### config.mk
export PLATFORM = sky130hd
export DESIGN_NAME = bha_arbiter
export DESIGN_NICKNAME = d
export VERILOG_FILES = /design/src/core/bha_pkg.sv /design/src/core/bha_arbiter.sv
export SDC_FILE = /design/constraint.sdc
export NUM_CORES = 1
export LEC_CHECK = 0
export BUFFER_PORTS_ARGS = -buffer_cell sky130_fd_sc_hd__buf_2
export CAP_MARGIN = 40
export CORE_MARGIN = 2
export CORE_UTILIZATION = 43
export CTS_CLUSTER_DIAMETER = 120
export DETAILED_ROUTE_END_ITERATION = 6
export PLACE_DENSITY_LB_ADDON = 0.15
export SLEW_MARGIN = 25
export SYNTH_ARGS = -nofsm -noshare
export SYNTH_HDL_FRONTEND = slang
export SYNTH_SLANG_ARGS = --single-unit
### constraint.sdc
create_clock -name ref_clk_i -period 4.26 [get_ports ref_clk_i]
set_input_delay 0.639 -clock ref_clk_i [delete_from_list [all_inputs] [get_ports ref_clk_i]]
set_output_delay 0.639 -clock ref_clk_i [all_outputs]
set_load 0.005 [all_outputs]
### src/core/bha_pkg.sv
// constants and types for the bus handoff arbiter
package bha_pkg;
  // internal bus owner codes (one-hot)
  typedef enum logic [2:0] {
    BHA_OWN_CPU = 3'h1,
    BHA_OWN_DTC = 3'h2,
    BHA_OWN_DMA = 3'h4
  } bha_owner_t;

  // external bus owner state (one-hot)
  typedef enum logic [2:0] {
    BHA_EXT_IDLE = 3'h1,
    BHA_EXT_INT  = 3'h2,
    BHA_EXT_REL  = 3'h4
  } bha_ext_t;

  // register byte addresses
  localparam logic [11:0] BHA_ADDR_CTRL   = 12'h000;
  localparam logic [11:0] BHA_ADDR_STATUS = 12'h004;

  // control register field positions
  localparam int BHA_CTRL_REL_EN    = 0;
  localparam int BHA_CTRL_ICR       = 1;
  localparam int BHA_CTRL_CANCEL_OE = 2;
  localparam int BHA_CTRL_INTERLV   = 3;
  localparam int BHA_CTRL_ALL_CLOCK_STOP_ENABLE      = 4;
  localparam int BHA_CTRL_W         = 5;
  localparam logic [BHA_CTRL_W-1:0] BHA_CTRL_RST = 5'h00;
endpackage

### src/core/bha_arbiter.sv
// bus handoff arbiter: internal and external bus arbitration with release handshake
// What this block does
// RULE1: core has lowest priority; transfer controller or dma requests win the bus
// RULE2: core yields only at end of bus cycle; in sleep, on any clock
// RULE3: core keeps bus through split word/longword accesses and multi-cycle stacking
// RULE4: core holds bus in move/block/test-and-set data cycles; block write and next read free
// RULE5: core holds bus from target read to write in bit/memory-operate instructions
// RULE6: transfer controller wins internal bus before asking for the external bus
// RULE7: transfer controller runs on; yields to higher master or core when interleave set
// RULE8: transfer controller never yields during descriptor read, first transfer, writeback
// RULE9: transfer controller releases the bus when its run of cycles ends
// RULE10: dma wins internal bus before asking for the external bus
// RULE11: dma never yields between paired dual-address read and write
// RULE12: dma holds bus for block or burst unless preempted or interleave set
// RULE13: otherwise dma releases the bus at end of every bus cycle; here only on request drop, controller request or interleave turn
// RULE14: low release request reaches arbiter only with release enable and input control set
// RULE15: external release granted only after any external cycle completes
// RULE16: reset puts bus logic in reset state at once, aborting cycles
// RULE17: release halts in all-clock-stop mode; entry deferred until bus recovered
// RULE18: internal masters keep running during release unless they need external access
// RULE19: standby entry while released is deferred until the bus is recovered
// RULE20: release request during standby is not acknowledged until standby exits
// RULE21: acknowledge and cancel request outputs float during standby
// RULE22: cancel request and acknowledge may both be low together
// RULE23: external release request beats external access by internal masters
// RULE24: with cancel output enabled, drive it low on external need, sleep entry, clock write
// RULE25: cancel request returns high at rising acknowledge
// RULE26: interleave alternates core cycles with dma or transfer controller; their order unchanged; here the other master gets two cycles per core cycle
// RULE27: each bus has exactly one owner, held until a permitted release point
`timescale 1ns/1ps
module bha_arbiter
  import bha_pkg::*;
(
  // clock and reset
  input  wire logic        ref_clk_i,
  input  wire logic        sys_rst_i,
  // apb slave
  input  wire logic        psel_i,
  input  wire logic        penable_i,
  input  wire logic        pwrite_i,
  input  wire logic [11:0] paddr_i,
  input  wire logic [31:0] pwdata_i,
  output logic      [31:0] prdata_o,
  output logic             pready_o,
  output logic             pslverr_o,
  // core
  input  wire logic        cpu_req_i,
  input  wire logic        cpu_ext_i,
  input  wire logic        cpu_cyc_end_i,
  input  wire logic        cpu_lock_i,
  input  wire logic        cpu_sleep_i,
  output logic             cpu_gnt_o,
  // transfer controller
  input  wire logic        dtc_req_i,
  input  wire logic        dtc_ext_i,
  input  wire logic        dtc_cyc_end_i,
  input  wire logic        dtc_lock_i,
  input  wire logic        dtc_run_done_i,
  output logic             dtc_gnt_o,
  // dma engine
  input  wire logic        dma_req_i,
  input  wire logic        dma_ext_i,
  input  wire logic        dma_cyc_end_i,
  input  wire logic        dma_pair_i,
  input  wire logic        dma_block_i,
  output logic             dma_gnt_o,
  // external bus grant to current internal owner
  input  wire logic        ext_cyc_busy_i,
  output logic             ext_gnt_o,
  // power-down requests
  input  wire logic        standby_req_i,
  input  wire logic        clkstop_req_i,
  input  wire logic        clk_set_wr_i,
  input  wire logic        standby_i,
  output logic             standby_go_o,
  output logic             clkstop_go_o,
  // release pins
  input  wire logic        ext_release_request_n_i,
  output logic             ext_release_ack_n_o,
  output logic             ext_release_ack_oe_o,
  output logic             release_cancel_request_n_o,
  output logic             release_cancel_request_oe_o
);

  logic [BHA_CTRL_W-1:0] ctrl_r;
  bha_owner_t            owner_r;
  bha_owner_t            owner_nxt;
  bha_ext_t              ext_r;
  bha_ext_t              ext_nxt;
  logic                  il_turn_r;
  logic                  cancel_n_r;
  logic                  ack_n_d_r;
  logic                  rel_req;
  logic                  ext_need;
  logic                  free_pt;
  logic                  hi_req;
  logic                  apb_acc;
  logic                  wr_ctrl;
  logic                  rd_setup;
  logic [7:0]            status_w;
  logic                  rel_pin;
  logic                  rel_frozen;
  logic                  released;
  logic                  cancel_set;
  logic                  cancel_clr;
  logic                  cpu_free;
  logic                  dtc_free;
  logic                  dma_free;
  logic                  il_give;

  wire logic rel_en    = ctrl_r[BHA_CTRL_REL_EN];
  wire logic icr_bit   = ctrl_r[BHA_CTRL_ICR];
  wire logic cancel_oe = ctrl_r[BHA_CTRL_CANCEL_OE];
  wire logic interlv   = ctrl_r[BHA_CTRL_INTERLV];
  wire logic all_clock_stop_enable      = ctrl_r[BHA_CTRL_ALL_CLOCK_STOP_ENABLE];

  function automatic logic addr_hit(input logic [11:0] a, input logic [11:0] ref_a);
    return a == ref_a;
  endfunction

  // read mux for both mapped words; anything else reads as zero
  function automatic logic [31:0] read_word(input logic [11:0] a, input logic [BHA_CTRL_W-1:0] c,
                                            input logic [7:0] s);
    logic [31:0] w;
    w = 32'h0000_0000;
    if (addr_hit(a, BHA_ADDR_CTRL)) begin
      w[BHA_CTRL_W-1:0] = c;
    end else if (addr_hit(a, BHA_ADDR_STATUS)) begin
      w[7:0] = s;
    end
    return w;
  endfunction

  // next owner once the current one lets go, highest requester first
  function automatic bha_owner_t pick_free(input logic dma_want, input logic dtc_want);
    bha_owner_t o;
    o = BHA_OWN_CPU;
    if (dma_want) begin
      o = BHA_OWN_DMA;
    end else if (dtc_want) begin
      o = BHA_OWN_DTC;
    end
    return o;
  endfunction

  // apb: zero wait states, unmapped addresses flag an error
  assign apb_acc   = psel_i && penable_i;
  assign wr_ctrl   = apb_acc && pwrite_i && addr_hit(paddr_i, BHA_ADDR_CTRL);
  // read data is fetched in setup so it already stands at the access edge
  assign rd_setup  = psel_i && !penable_i && !pwrite_i;
  assign status_w  = {release_cancel_request_n_o, ext_r, owner_r, 1'b0};
  assign pready_o  = 1'b1;
  assign pslverr_o = apb_acc && !addr_hit(paddr_i, BHA_ADDR_CTRL) && !addr_hit(paddr_i, BHA_ADDR_STATUS);

  always_ff @(posedge ref_clk_i) begin
    if (sys_rst_i) begin
      ctrl_r <= BHA_CTRL_RST;
    end else if (wr_ctrl) begin
      ctrl_r <= pwdata_i[BHA_CTRL_W-1:0];
    end
  end

  always_ff @(posedge ref_clk_i) begin
    if (sys_rst_i) begin
      prdata_o <= 32'h0000_0000;
    end else if (rd_setup) begin
      prdata_o <= read_word(paddr_i, ctrl_r, status_w);
    end
  end

  // pin request passes only with both enable bits set
  assign rel_pin    = !ext_release_request_n_i && rel_en && icr_bit;                // RULE14
  // clock stop freezes the release logic unless the bus is already out
  assign rel_frozen = all_clock_stop_enable && cpu_sleep_i && clkstop_req_i && ext_r != BHA_EXT_REL; // RULE17
  // standby stops the clock, so a request then waits for the wake-up
  assign rel_req    = rel_pin && !standby_i && !rel_frozen;                        // RULE20

  // core lets go at a cycle end, or on any clock while asleep, never in a locked run
  assign cpu_free = (cpu_cyc_end_i || cpu_sleep_i) && !cpu_lock_i;                // RULE2 RULE3 RULE4 RULE5
  // controller holds through descriptor read, first transfer and write-back
  assign dtc_free = dtc_cyc_end_i && !dtc_lock_i;                                 // RULE8
  // dma never splits a dual-address read from its write
  assign dma_free = dma_cyc_end_i && !dma_pair_i;                                 // RULE11

  // internal owner: release point of whoever holds the bus
  always_comb begin
    free_pt = 1'b0;
    unique case (owner_r)
      BHA_OWN_CPU: free_pt = cpu_free;
      BHA_OWN_DTC: free_pt = dtc_free;
      BHA_OWN_DMA: free_pt = dma_free;
    endcase
  end

  // core gets one turn per two cycles of the other master
  assign il_give = interlv && cpu_req_i && !il_turn_r;                             // RULE26

  always_comb begin
    owner_nxt = owner_r;
    hi_req    = 1'b0;
    unique case (owner_r)
      BHA_OWN_CPU: begin
        // core is lowest: any other request takes the bus at its next release point
        if (free_pt && dma_req_i) begin
          owner_nxt = BHA_OWN_DMA;                                                  // RULE1
        end else if (free_pt && dtc_req_i) begin
          owner_nxt = BHA_OWN_DTC;                                                  // RULE1 RULE6
        end
      end
      BHA_OWN_DTC: begin
        hi_req = dma_req_i;
        // run finished or request gone: hand over by priority
        if (free_pt && (dtc_run_done_i || !dtc_req_i)) begin
          owner_nxt = pick_free(dma_req_i, 1'b0);                                   // RULE9
        end else if (free_pt && hi_req) begin
          owner_nxt = BHA_OWN_DMA;                                                  // RULE7
        end else if (free_pt && il_give) begin
          owner_nxt = BHA_OWN_CPU;                                                  // RULE7 RULE26
        end
      end
      BHA_OWN_DMA: begin
        // block and burst keep the bus only while interleave is off
        if (free_pt && !dma_req_i) begin
          owner_nxt = pick_free(1'b0, dtc_req_i);
        end else if (free_pt && dma_block_i && !interlv) begin
          owner_nxt = BHA_OWN_DMA;                                                  // RULE12
        end else if (free_pt && il_give) begin
          owner_nxt = BHA_OWN_CPU;                                                  // RULE26
        end else if (free_pt && dtc_req_i) begin
          owner_nxt = BHA_OWN_DTC;                                                  // RULE13
        end
      end
    endcase
  end

  // interleave turn: core gets one cycle, then dma or transfer controller gets two
  always_ff @(posedge ref_clk_i) begin
    if (sys_rst_i) begin
      il_turn_r <= 1'b0;
    end else if (owner_nxt == BHA_OWN_CPU && owner_r != BHA_OWN_CPU) begin
      il_turn_r <= 1'b1;                                                            // RULE26
    end else if (owner_r != BHA_OWN_CPU && free_pt) begin
      il_turn_r <= 1'b0;
    end
  end

  always_ff @(posedge ref_clk_i) begin
    if (sys_rst_i) begin
      owner_r <= BHA_OWN_CPU;                                                       // RULE16
    end else begin
      owner_r <= owner_nxt;                                                         // RULE27
    end
  end

  assign cpu_gnt_o = owner_r == BHA_OWN_CPU;
  assign dtc_gnt_o = owner_r == BHA_OWN_DTC;
  assign dma_gnt_o = owner_r == BHA_OWN_DMA;

  // external need only from the master that already owns the internal bus
  always_comb begin
    ext_need = 1'b0;
    unique case (owner_r)
      BHA_OWN_CPU: ext_need = cpu_req_i && cpu_ext_i;
      BHA_OWN_DTC: ext_need = dtc_ext_i;                                            // RULE6
      BHA_OWN_DMA: ext_need = dma_ext_i;                                            // RULE10
    endcase
  end

  // external arbiter
  always_comb begin
    ext_nxt = ext_r;
    unique case (ext_r)
      BHA_EXT_IDLE: begin
        // an outside request beats an inside external access
        if (rel_req) begin
          ext_nxt = BHA_EXT_REL;                                                    // RULE23
        end else if (ext_need) begin
          ext_nxt = BHA_EXT_INT;
        end
      end
      BHA_EXT_INT: begin
        // a running external cycle is never cut short for a release
        if (!ext_cyc_busy_i && rel_req) begin
          ext_nxt = BHA_EXT_REL;                                                    // RULE15 RULE23
        end else if (!ext_cyc_busy_i && !ext_need) begin
          ext_nxt = BHA_EXT_IDLE;
        end
      end
      BHA_EXT_REL: begin
        // bus comes back only when the outside master drops its request
        if (ext_release_request_n_i) begin
          ext_nxt = BHA_EXT_IDLE;
        end
      end
    endcase
  end

  always_ff @(posedge ref_clk_i) begin
    if (sys_rst_i) begin
      ext_r <= BHA_EXT_IDLE;                                                        // RULE16
    end else begin
      ext_r <= ext_nxt;                                                             // RULE27
    end
  end

  // internal masters continue during release; only external access waits
  assign ext_gnt_o = ext_r == BHA_EXT_INT;                                          // RULE18

  // released lasts until the acknowledge is high again, so the outside
  // master never sees the chip power down while it still holds the bus
  assign released     = ext_r == BHA_EXT_REL || !ack_n_d_r;
  // power-down entry held off while the bus is released
  assign standby_go_o = standby_req_i && !released;                                 // RULE19
  assign clkstop_go_o = clkstop_req_i && all_clock_stop_enable && !released;                         // RULE17

  // ack driven from state; delayed copy finds the rising edge
  always_ff @(posedge ref_clk_i) begin
    if (sys_rst_i) begin
      ack_n_d_r <= 1'b1;
    end else begin
      ack_n_d_r <= ext_r != BHA_EXT_REL;
    end
  end

  assign cancel_set = cancel_oe && ext_r == BHA_EXT_REL
                      && (ext_need || standby_req_i || clkstop_req_i || clk_set_wr_i); // RULE24
  // ack rises on the edge after the state leaves released
  assign cancel_clr = !ack_n_d_r && ext_r != BHA_EXT_REL;                             // RULE25

  // cancel request: set low on demand, high again when ack rises;
  // set wins, so both may be low together while the ack is still asserted
  always_ff @(posedge ref_clk_i) begin
    if (sys_rst_i) begin
      cancel_n_r <= 1'b1;
    end else if (cancel_set) begin
      cancel_n_r <= 1'b0;                                                           // RULE24 RULE22
    end else if (cancel_clr) begin
      cancel_n_r <= 1'b1;                                                           // RULE25
    end
  end

  assign ext_release_ack_n_o         = ack_n_d_r;
  assign ext_release_ack_oe_o        = !standby_i;                                  // RULE21
  assign release_cancel_request_n_o  = cancel_n_r;
  assign release_cancel_request_oe_o = cancel_oe && !standby_i;                     // RULE21

endmodule

## After elaboration in Yosys (flattened, before gate mapping)

Index checks and enable logic that the tools add are counted.

- Register bits: 22
- Latch bits: 0
- Bits in writable memories: 0
- ROM bits: 0
- Bits of input ports: 70
- Logic and storage cells: 112
- Memories: 0

- Add/subtract/negate cells: 0
- $mul: 0
- Divide/modulo/power cells: 0
- Order comparisons: 0
- Equal/unequal tests: 13
- Shifts and indexed selects: 0
- Mux-type cells: 26
- Bitwise operators: 0
- Reductions and logical operators: 66

Operators by type and width:

| operator | number |
|---|---|
| 2-to-1 mux 3 bit | 15 |
| logical AND 1 bit | 38 |
| zero test 1 bit | 18 |
| one-hot mux 3 bit (3 select lines) | 2 |
| == test 12 x 3 -> 1 bit (second input constant) | 1 |
| zero test 12 bit | 1 |
| == test 3 x 1 -> 1 bit (second input constant) | 3 |
| 2-to-1 mux 8 bit | 1 |
| == test 3 x 2 -> 1 bit (second input constant) | 2 |
| == test 3 bit (second input constant) | 2 |
| logical OR 1 bit | 6 |
| inequality test 3 x 1 -> 1 bit (second input constant) | 2 |
| inequality test 3 bit (second input constant) | 2 |
| one-hot mux 1 bit (3 select lines) | 2 |
| 2-to-1 mux 5 bit | 1 |
| 2-to-1 mux 1 bit | 4 |
| nonzero test 2 bit | 2 |
| AND reduction 3 bit | 1 |
| 2-to-1 mux 2 bit | 1 |
| inequality test 2 bit (second input constant) | 1 |

## Depth between registers and ports, before layout

Gate-level depths: netlist of run 1.

- Word-level depth: 12
- Mapped depth: 8
- Gate-level depth less buffers: 6

## Worst setup path before layout of run 1

Ideal clock, no wire load.

- Path type: input-to-reg
- Start: input port paddr_i[10]
- End: register ctrl_r[0]
- Arrival: 1.949 ns
- Slack: 2.183 ns
- Stages: 8
- Path buffers: 2
- Path through: nor4_1 and3_1 clkbuf_1 nor2b_1 and4_1 buf_2 mux2i_1 nor2_1

- Longest elaborated chain between the ends: 2

Ends and longest elaborated chain:

| what | line | text |
|---|---|---|
| start, declared | bha_arbiter.sv:41 | `input wire logic [11:0] paddr_i,` |
| zero test 12 bit | bha_arbiter.sv:118 | `return a == ref_a;` |
| logical AND 1 bit | bha_arbiter.sv:148 | `assign wr_ctrl = apb_acc && pwrite_i && addr_hit(paddr_i, BHA_ADDR_CTRL);` |
| end signal, assigned | bha_arbiter.sv:159 | `ctrl_r <= pwdata_i[BHA_CTRL_W-1:0];` |
| end, declared | bha_arbiter.sv:85 | `logic [BHA_CTRL_W-1:0] ctrl_r;` |

Every way passes these cells.
A chain may end at the register's enable or synchronous reset.

## Final worst setup path of run 1

- Start: register ext_r[2]
- End: output port clkstop_go_o

- Longest elaborated chain between the ends: 4

Ends and longest elaborated chain:

| what | line | text |
|---|---|---|
| start, declared | bha_arbiter.sv:88 | `bha_ext_t ext_r;` |
| start signal, assigned | bha_arbiter.sv:302 | `ext_r <= ext_nxt;` |
| == test 3 bit | bha_arbiter.sv:311 | `assign released = ext_r == BHA_EXT_REL \|\| !ack_n_d_r;` |
| logical OR 1 bit | bha_arbiter.sv:311 |  |
| zero test 1 bit | bha_arbiter.sv:314 | `assign clkstop_go_o = clkstop_req_i && all_clock_stop_enable && !released;` |
| logical AND 1 bit | bha_arbiter.sv:314 |  |
| end, declared | bha_arbiter.sv:76 | `output logic clkstop_go_o,` |

Every way passes these cells.

==> results_dict.tcl, run 1 <==
set metrics [dict create \
    drtIter0Drc 75 \
    start_kind "register" \
    grt_setup_unrepaired "false" \
    synth_top_area_share_pct 28.66 \
    antenna_left 0 \
    postSynthCellCount 193 \
    ys.flop_type "dfxtp_1" \
    setup_violations 0 \
    crit_type "reg2out" \
    cts_setup_buffers 0 \
    cts_sinks 22 \
    synth_area_per_cell_um2 7.961 \
    netlist-cell-type-count 47 \
    clk_pin_slew_ns 0.12 \
    drc 0 \
    arrival_ns 1.62 \
    async_flop_share_pct 0 \
    ys_seq_area_share_pct 28.66 \
    fin_nets 320 \
    io_pins 114 \
    insertion_delay_ns 0.31 \
    antenna_found_initial 0 \
    p_per_area_nw_per_um2 233.4 \
    cp_cell_sequence "nand2b_1 -> nor2_1 -> and4b_1 -> buf_2" \
    tightest_slew_ns 0.5803 \
    finalCriticalPeriod_ns 2.257 \
    syn2layout_area_growth_pct 16.86 \
    fin_skew_ns 0.005055 \
    syn-cell-area_um2 1536 \
    via_per_inst 4.925 \
    htree_levels 1 \
    vias 1453 \
    die-area_um2 4067 \
    postCtsHoldBufs 0 \
    cts_tree "done" \
    yosysTopAreaCell "dfxtp_1" \
    status "completed" \
    p_leak_nw 0.8017 \
    routed_wl_um 3293 \
    dp_hpwl_um 2627 \
    post_cts_resized 0 \
    grt_max_degree 24 \
    slew_viol_final 0 \
    yosysWarningCount 0 \
    grt-ovfl-total 0 \
    firstDrtPassIters 4 \
    crit_fanout 8 \
    period_share_pct 52.97 \
    root_buffer "clkbuf_4" \
    p_total_w 0.0004191 \
    required_ns 3.62 \
    synthTopCellsByArea "dfxtp_1 (29%), buf_4 (13%), a21oi_1 (4.6%), nand2_1 (4.2%), mux2i_1 (3.9%)" \
    grt_pass1_wl_um 5354 \
    maxCapViolations 0 \
    globalplace.congestion 0.7706 \
    slowest_delay_ns 0.45 \
    n_fill_cell 346 \
    n_antenna_cell 0 \
    tns_ns 0 \
    synth_edf_count 0 \
    hold_viol 0 \
    die_width_um 63.78 \
    fin_util_pct 52.97 \
    slowest_stage "dfxtp_1" \
    holdWs_ns 0.4565 \
    layout-drive-gt1-share_pct 30.12 \
    fmax_mhz 443.1 \
    wl_per_cell_um 11.16 \
    place_inst 291 \
    numCtsBuffers 3 \
    initial_utilization_pct 45.33 \
    hold_path.class "reg2reg" \
    clk_path_buf_depth 2 \
    worst_slew_margin_rel_pct 61.32 \
    grt_pass1_vias 1256 \
    synth-seq-cells 22 \
    grt_usage_pct 16.01 \
    port_buffers 61 \
    core_area_um2 3390 \
    die_y_um 63.78 \
    worstSetupEndpointType "output port" \
    row_count 21 \
    instances_no_fill 295 \
    peakVddDrop_v 0.0001346 \
]
-- per-layer routing --
metal | wire length (um) | up-vias | GRT usage (%)
li1 | - | 741 | -
met1 | 1568 | 634 | 21.84
met2 | 1440 | 76 | 26.97
met3 | 277 | 2 | 3.873
met4 | 7 | 0 | 0.8152
met5 | 0 | - | 0
-- registers in the layout, summed over array words and instances (netlist names) --
| name | count |
|---|---|
| ext_r | 3 |
| prdata_o | 8 |
| ctrl_r | 5 |
| owner_r | 3 |
| il_turn_r | 1 |
| ext_release_ack_n_o | 1 |
| release_cancel_request_n_o | 1 |
-- critical path, delay by kind of cell (launching register included) --
family	cells	cell delay, ns
AND/OR/NAND/NOR	3	0.74
buffers and inverters	1	0.12
flip-flops	1	0.45
-- path summary, 6_finish.rpt --
kind | start | to | slack (ns) | depth (start not counted)
worst max-delay path | ext_r[2] | clkstop_go_o | 2.00 | 4
worst min-delay path | prdata_o[7] | prdata_o[7] | 0.46 | 2
worst max register to register | owner_r[1] | il_turn_r | 2.11 | 6
worst min register to register | prdata_o[7] | prdata_o[7] | 0.46 | 2
-- Yosys cell counts, types with 2 or more instances --
library cell,number
and2_1,3
mux2_2,4
and3_1,2
nor2b_1,5
and3b_1,2
mux2i_1,6
o21ai_0,9
conb_1,2
a21oi_1,14
o21a_1,3
nor3b_1,3
nand3_1,10
nor2_1,15
dfxtp_1,22
nor4_1,3
clkbuf_1,4
nor3_1,7
inv_1,5
nand2b_1,5
buf_4,26
nand2_1,17
-- kinds of logic (layout without fill, tap and decap cells) --
kind of cell | after synthesis | in the layout | share of synthesized area, %
muxes | 10 | 10 | 6.840
other | 2 | 25 | 0.4888
AOI/OAI and AO/OA | 42 | 42 | 19.95
and+or+nand+nor | 79 | 79 | 27.52
xor gates and xnor gates | 1 | 1 | 0.5701
buffers and inverters | 37 | 70 | 15.96
DFF | 22 | 22 | 28.66
-- per-stage QoR --
step,setup WS [ns],instance area [um2]
4_1_cts,2.006,1795
2_1_floorplan,2.183,1623
6_report,2.003,1795
5_1_grt,1.871,1795
3_5_place_dp,1.883,1759
3_3_place_gp,1.914,1759
-- cell usage in the layout, fill, tap and decap left out, types with 3 or more instances in the layout --
cell,instances
nor3_1,7
nor2_1,15
nor4_1,3
dfxtp_1,22
inv_1,5
mux2_2,4
nor3b_1,3
o21ai_0,9
and2_1,3
o21a_1,3
nand2b_1,5
nand2_1,17
conb_1,25
nand3_1,10
buf_2,61
clkbuf_4,3
a21oi_1,14
mux2i_1,6
nor2b_1,5
-- power breakdown --
group / switching [W] / internal (W) / total, W / leakage [nW]
clock network: 0.0000633 / 0.0000522 / 0.000115 / 0.0210
registers: 0.0000114 / 0.000212 / 0.000224 / 0.178
logic: 0.0000406 / 0.0000395 / 0.0000801 / 0.602
-- layout make-up --
class	instances	area [um2]	area share (%)
Inverter	5	18.77	1.045
Timing Repair Buffer	61	305.3	17.00
Tap cell	46	57.56	3.206
Multi-Input combinational cell	157	937.1	52.20
Sequential cell	22	440.4	24.53
Clock buffer	4	36.28	2.021
Note: power is estimated with default switching activity, not from simulation.
==> inputs of run 2 (changes only) <==
--- a/config.mk
+++ b/config.mk
@@ -5,10 +5,11 @@
 export SDC_FILE = /design/constraint.sdc
 export NUM_CORES = 1
 export LEC_CHECK = 0
+export ABC_AREA = 1
 export BUFFER_PORTS_ARGS = -buffer_cell sky130_fd_sc_hd__buf_2
 export CAP_MARGIN = 40
 export CORE_MARGIN = 2
-export CORE_UTILIZATION = 43
+export CORE_UTILIZATION = 40
 export CTS_CLUSTER_DIAMETER = 120
 export DETAILED_ROUTE_END_ITERATION = 6
 export PLACE_DENSITY_LB_ADDON = 0.15
==> constraint.sdc (replaced) <==
create_clock -name ref_clk_i -period 2.3 [get_ports ref_clk_i]
set_input_delay 0.345 -clock ref_clk_i [delete_from_list [all_inputs] [get_ports ref_clk_i]]
set_output_delay 0.345 -clock ref_clk_i [all_outputs]
set_load 0.005 [all_outputs]
==> run 2 against run 1 <==
Against the previous run:
- via count up 3.9%
- worst hold slack worse by 0.10 ns
- combinational power increased by 110%
- utilization decreased by 2.7 points
- critical endpoint unchanged
==> results_dict.tcl, run 2 <==
set metrics [dict create \
    via_per_inst 4.521 \
    layout_common_cells "buf_2 (61), nand2_1 (39), inv_1 (33)" \
    fin_nets 357 \
    synth_top_area_share_pct 29.73 \
    tns_ns 0 \
    port_buffers 61 \
    row_count 22 \
    grt_setup_unrepaired "false" \
    cts_tree "done" \
    drtIter0Drc 109 \
    syn-cell-area_um2 1481 \
    slew_viol_final 0 \
    ys.flop_type "dfxtp_1" \
    status "completed" \
    top_regs "prdata_o: 8 flops, ctrl_r: 5 flops" \
    worstSetupEndpointType "output port" \
    core_area_um2 3606 \
    vias 1510 \
    largest_register "prdata_o" \
    synth.most_common_cell "nand2_1" \
    synthTopCellsByArea "dfxtp_1 (30%), buf_4 (13%), nand2_1 (9.9%), inv_1 (8.4%), nor2_1 (6.6%)" \
    place_area_um2 1740 \
    synth_area_per_cell_um2 6.584 \
    netlist-cell-type-count 28 \
    post_cts_resized 0 \
    crit_fanout 6 \
    firstDrtPassIters 4 \
    postCtsHoldBufs 0 \
    setup_violations 0 \
    cp_common_cell "inv_1" \
    place_inst 330 \
    largest_reg_flops 8 \
    required_ns 1.96 \
    die_width_um 64.86 \
    yosysTopAreaCell "dfxtp_1" \
    grt-ovfl-total 0 \
    cp_cell_sequence "inv_1 -> nand3_1 -> inv_1 -> nor3_1 -> buf_2" \
    start_kind "register" \
    cts_setup_buffers 0 \
    dp_hpwl_um 2759 \
    slowest_stage "dfxtp_1" \
    synth_edf_count 0 \
    finalCriticalPeriod_ns 1.628 \
    die_y_um 64.86 \
    yosysWarningCount 0 \
    peakVddDrop_v 0.0002416 \
    insertion_delay_ns 0.27 \
    finalInstanceArea_um2 1812 \
    fmax_mhz 614.1 \
    hold_viol 0 \
    layout-drive-gt1-share_pct 27.62 \
    p_leak_nw 1.033 \
    synth_commonest_cells "nand2_1 (39), inv_1 (33), nor2_1 (26)" \
    dp_slack_ns 0.6729 \
    clk_path_buf_depth 2 \
    globalplace.congestion 0.8515 \
    synth-seq-cells 22 \
    fin_skew_ns 0.002826 \
    async_flop_share_pct 0 \
    root_buffer "clkbuf_8" \
    cts_sinks 22 \
    fin_util_pct 50.24 \
    instances_no_fill 334 \
    grt_max_degree 17 \
    ys_seq_area_share_pct 29.73 \
    die-area_um2 4206 \
    slowest_delay_ns 0.36 \
    io_pins 114 \
    initial_utilization_pct 41.08 \
    final_common_cell "buf_2" \
    grt_usage_pct 17.37 \
    p_per_area_nw_per_um2 522.1 \
    htree_levels 1 \
    arrival_ns 1.28 \
    drc 0 \
    layout_setup_ws_ns 0.6716 \
    period_share_pct 70.80 \
    syn2layout_area_growth_pct 22.30 \
    grt_pass1_wl_um 5692 \
    wl_per_cell_um 10.29 \
    clk_pin_slew_ns 0.08 \
    antenna_left 0 \
    maxCapViolations 0 \
    crit_type "reg2out" \
    grt_pass1_vias 1320 \
    hold_path.class "in2reg" \
    routed_wl_um 3436 \
    numCtsBuffers 3 \
    n_antenna_cell 0 \
    antenna_found_initial 0 \
    postSynthCellCount 225 \
]
==> run 2: through the flow <==
stage               hold WS, ns  power (W)
floorplan                0.4472  0.0005504
global placement         0.4731  0.0005917
detailed placement       0.4734  0.0005914
CTS                      0.3454  0.0009556
global route             0.3750   0.001002
finish                   0.3551  0.0009460
==> run 2: final cells by class <==
class,instances,area [um2]
well taps,48,60.06
inverters,38,142.6
multi-input cells,160,784.5
fillers,427,1794
clock inverters,1,30.03
flip-flops and latches,22,440.4
repair buffers,62,312.8
clock buffers,3,41.29
==> run 2: final timing paths <==
kind | startpoint | to | slack, ns | cells after the start
max reg2reg | owner_r[1] | il_turn_r | 0.73 | 10
max | ext_r[1] | clkstop_go_o | 0.67 | 5
min | pwdata_i[2] | ctrl_r[2] | 0.36 | 3
min reg2reg | ctrl_r[0] | ctrl_r[0] | 0.48 | 2
==> run 2: kinds of logic after synthesis <==
| logic type | count (synthesis) | synth area share [%] |
|---|---|---|
| AND/OR/NAND/NOR | 102 | 33.11 |
| buffers and inverters | 66 | 23.14 |
| AO/OA/AOI/OAI | 33 | 13.51 |
| flip-flops | 22 | 29.73 |
| other | 2 | 0.5069 |
==> run 2: worst max-delay path: cells and delay by family, from the launching register on <==
family | cells | cell delay, ns
simple gates | 2 | 0.33
flops | 1 | 0.36
buf+inv | 3 | 0.33
==> run 2: per-layer routing <==
metal  global-route usage [%]  share of wire, %  vias to the layer above
li1                         -                 -                      801
met1                    24.44                49                      626
met2                    25.52                40                       79
met3                    2.604               9.3                        4
met4                    8.777               1.8                        0
met5                        0                 0                        -
==> run 2: where the power goes <==
part / leakage (nW) / switching (W) / internal, W
clock network: 0.0357 / 0.000130 / 0.000233
registers: 0.179 / 0.0000130 / 0.000398
logic: 0.818 / 0.0000985 / 0.0000737
total: 1.03 / 0.000241 / 0.000705
==> inputs of run 3 (changes only) <==
--- a/config.mk
+++ b/config.mk
@@ -5,11 +5,11 @@
 export SDC_FILE = /design/constraint.sdc
 export NUM_CORES = 1
 export LEC_CHECK = 0
-export ABC_AREA = 1
+export ABC_AREA = 0
 export BUFFER_PORTS_ARGS = -buffer_cell sky130_fd_sc_hd__buf_2
 export CAP_MARGIN = 40
 export CORE_MARGIN = 2
-export CORE_UTILIZATION = 40
+export CORE_UTILIZATION = 36
 export CTS_CLUSTER_DIAMETER = 120
 export DETAILED_ROUTE_END_ITERATION = 6
 export PLACE_DENSITY_LB_ADDON = 0.15
==> constraint.sdc (replaced) <==
create_clock -name ref_clk_i -period 1.44 [get_ports ref_clk_i]
set_input_delay 0.216 -clock ref_clk_i [delete_from_list [all_inputs] [get_ports ref_clk_i]]
set_output_delay 0.216 -clock ref_clk_i [all_outputs]
set_load 0.005 [all_outputs]
==> run 3 against run 2 <==
Against the previous run:
- the run now ends with setup timing left
- power rose by 72%
- setup slack got worse by 1.1 ns
- clock skew grew 0.0036 ns
- die area rose by 14%
- worst hold slack got worse by 0.16 ns
- critical path depth up 1
==> results_dict.tcl, run 3 (synthesis results as in run 1) <==
set metrics [dict create \
    maxCapViolations 0 \
    routed_wl_um 4333 \
    fmax_mhz 545.1 \
    p_per_area_nw_per_um2 695.6 \
    p_seq_share_pct 39.5 \
    postCtsHoldBufs 0 \
    layout_common_cells "buf_2 (59), buf_4 (32), conb_1 (25)" \
    grt_usage_pct 17.94 \
    n_antenna_cell 0 \
    clockPowerShare_pct 35.2 \
    largest_reg_flops 8 \
    drc 0 \
    p_int_w 0.001213 \
    htree_levels 1 \
    hold_viol 0 \
    violations "setup timing" \
    grt_setup_unrepaired "true" \
    cts_tree "done" \
    slew_viol_final 0 \
    final_common_cell "buf_2" \
    crit_fanout 5 \
    arrival_ns 1.98 \
    tns_ns -2.238 \
    grt_pass1_vias 1511 \
    numCtsBuffers 3 \
    cts_sinks 22 \
    crit_type "reg2reg" \
    min_from "pwdata_i[3]" \
    fin_util_pct 57.72 \
    clk_path_buf_depth 2 \
    antenna_found_initial 0 \
    required_ns 1.58 \
    firstDrtPassIters 4 \
    hold_path.class "in2reg" \
    grt-ovfl-total 0 \
    layout-drive-gt1-share_pct 48.61 \
    start_kind "register" \
    via_per_inst 4.751 \
    p_total_w 0.001629 \
    core_area_um2 4058 \
    wl_per_cell_um 12.82 \
    pwr-share-comb_pct 25.3 \
    io_pins 114 \
    whs_path_depth 3 \
    initial_utilization_pct 37.87 \
    status "complete, but fails checks" \
    r2r_slack_ns -0.39 \
    dp_hpwl_um 3188 \
    die_width_um 69.33 \
    clk_pin_slew_ns 0.08 \
    slowest_delay_ns 0.42 \
    grt_pass1_wl_um 7093 \
    p_leak_nw 1.081 \
    largest_register "prdata_o" \
    cp_num_buf_inv 0 \
    slowest_stage "or3b_4" \
    grt_max_degree 24 \
    crit_path_start "owner_r[2]" \
    port_buffers 61 \
    min_to "ctrl_r[3]" \
    fin_skew_ns 0.006461 \
    p_sw_share_pct 25.58 \
    peakVddDrop_v 0.0004170 \
    die_y_um 69.33 \
    r2r-end "il_turn_r" \
    setup_violations 10 \
    drtIter0Drc 61 \
    antenna_left 0 \
    layout_setup_ws_ns -0.3944 \
    cp_common_cell "or3b_4" \
    reg2reg_from "owner_r[2]" \
    worstSetupEndpointType "register" \
    cp_cell_sequence "or3b_4 -> o32ai_4 -> nor2b_4 -> or3b_4 -> nand3_2 -> o31ai_2" \
    globalplace.congestion 0.8665 \
    insertion_delay_ns 0.26 \
    ff2ff_path_depth 6 \
    die-area_um2 4807 \
    p_sw_w 0.0004167 \
    crit_family "simple AND/OR/NAND/NOR gates" \
    vias 1606 \
    root_buffer "clkbuf_8" \
    finalCriticalPeriod_ns 1.834 \
    row_count 23 \
    period_share_pct 127.4 \
    top_regs "prdata_o: 8 flops, ctrl_r: 5 flops" \
    syn2layout_area_growth_pct 52.44 \
    fin_nets 359 \
]
==> run 3: cell count changes in the layout (fill, tap and decap cells not counted), moves of 5 or more <==
cell     before  now
inv_1        33    4
dfxtp_1      22   17
mux2i_1       0    6
nand2_1      39   17
nor2_1       26   13
o21ai_0      11    5
nand4_1       5    0
buf_4         1   32
buf_6         0    8
nand3_1      15    9
==> run 3: metal layers <==
metal  GRT usage, %  up-vias  part of all wire (%)
met5              0        -                     0
met4          4.793        0                   1.2
met3          3.343        4                   6.5
met2          26.92       73                    44
met1          26.20      713                    48
li1               -      816                     -
==> run 3: through the flow <==
stage	hold WS [ns]	setup slack (ns)	instances	cell area (um2)
after CTS	0.1920	-0.3666	335	2255
final	0.1966	-0.3944	338	2342
after floorplan	0.3183	-0.3882	216	1644
after global placement	0.4423	-0.3166	327	2018
after global routing	0.1984	-0.4657	338	2342
after detailed placement	0.4420	-0.3350	327	2018
==> run 3: worst max-delay path by stage <==
stage,to,depth (start not counted)
after global placement,il_turn_r,6
final,il_turn_r,6
after CTS,il_turn_r,6
after global routing,il_turn_r,6
after detailed placement,il_turn_r,6
after floorplan,il_turn_r,7
==> run 3: area by class of cell <==
cell class	count	area, um2
fillers	373	1715
multi-input cells	157	1097
repair buffers	100	640.6
flip-flops and latches	22	449.2
well taps	50	62.56
clock buffers	3	41.29
clock inverters	1	30.03
inverters	5	21.27
==> run 3: power by group through the flow <==
stage               logic, W  registers, W  clock network [W]
floorplan           0.000201      0.000658                  0
global placement    0.000323      0.000654                  0
detailed placement  0.000323      0.000654                  0
CTS                 0.000383      0.000645           0.000593
global route        0.000449      0.000646           0.000614
finish              0.000412      0.000643           0.000574
==> run 3: what timing repair did <==
| item | in CTS | in global routing |
|---|---|---|
| buffers inserted | 4 | 5 |
| gates resized for setup | 32 | 17 |
| pin swaps | 8 | 13 |
| gates cloned | 0 | 0 |
| endpoints found under the setup margin | 12 | 19 |
==> run 3: worst register-to-register path: stages (launching register included) <==
cell and delay, ns:
dfxtp_2 0.33, or3b_4 0.42, o32ai_4 0.33, nor2b_4 0.10, or3b_4 0.39, nand3_2 0.09, o31ai_2 0.06
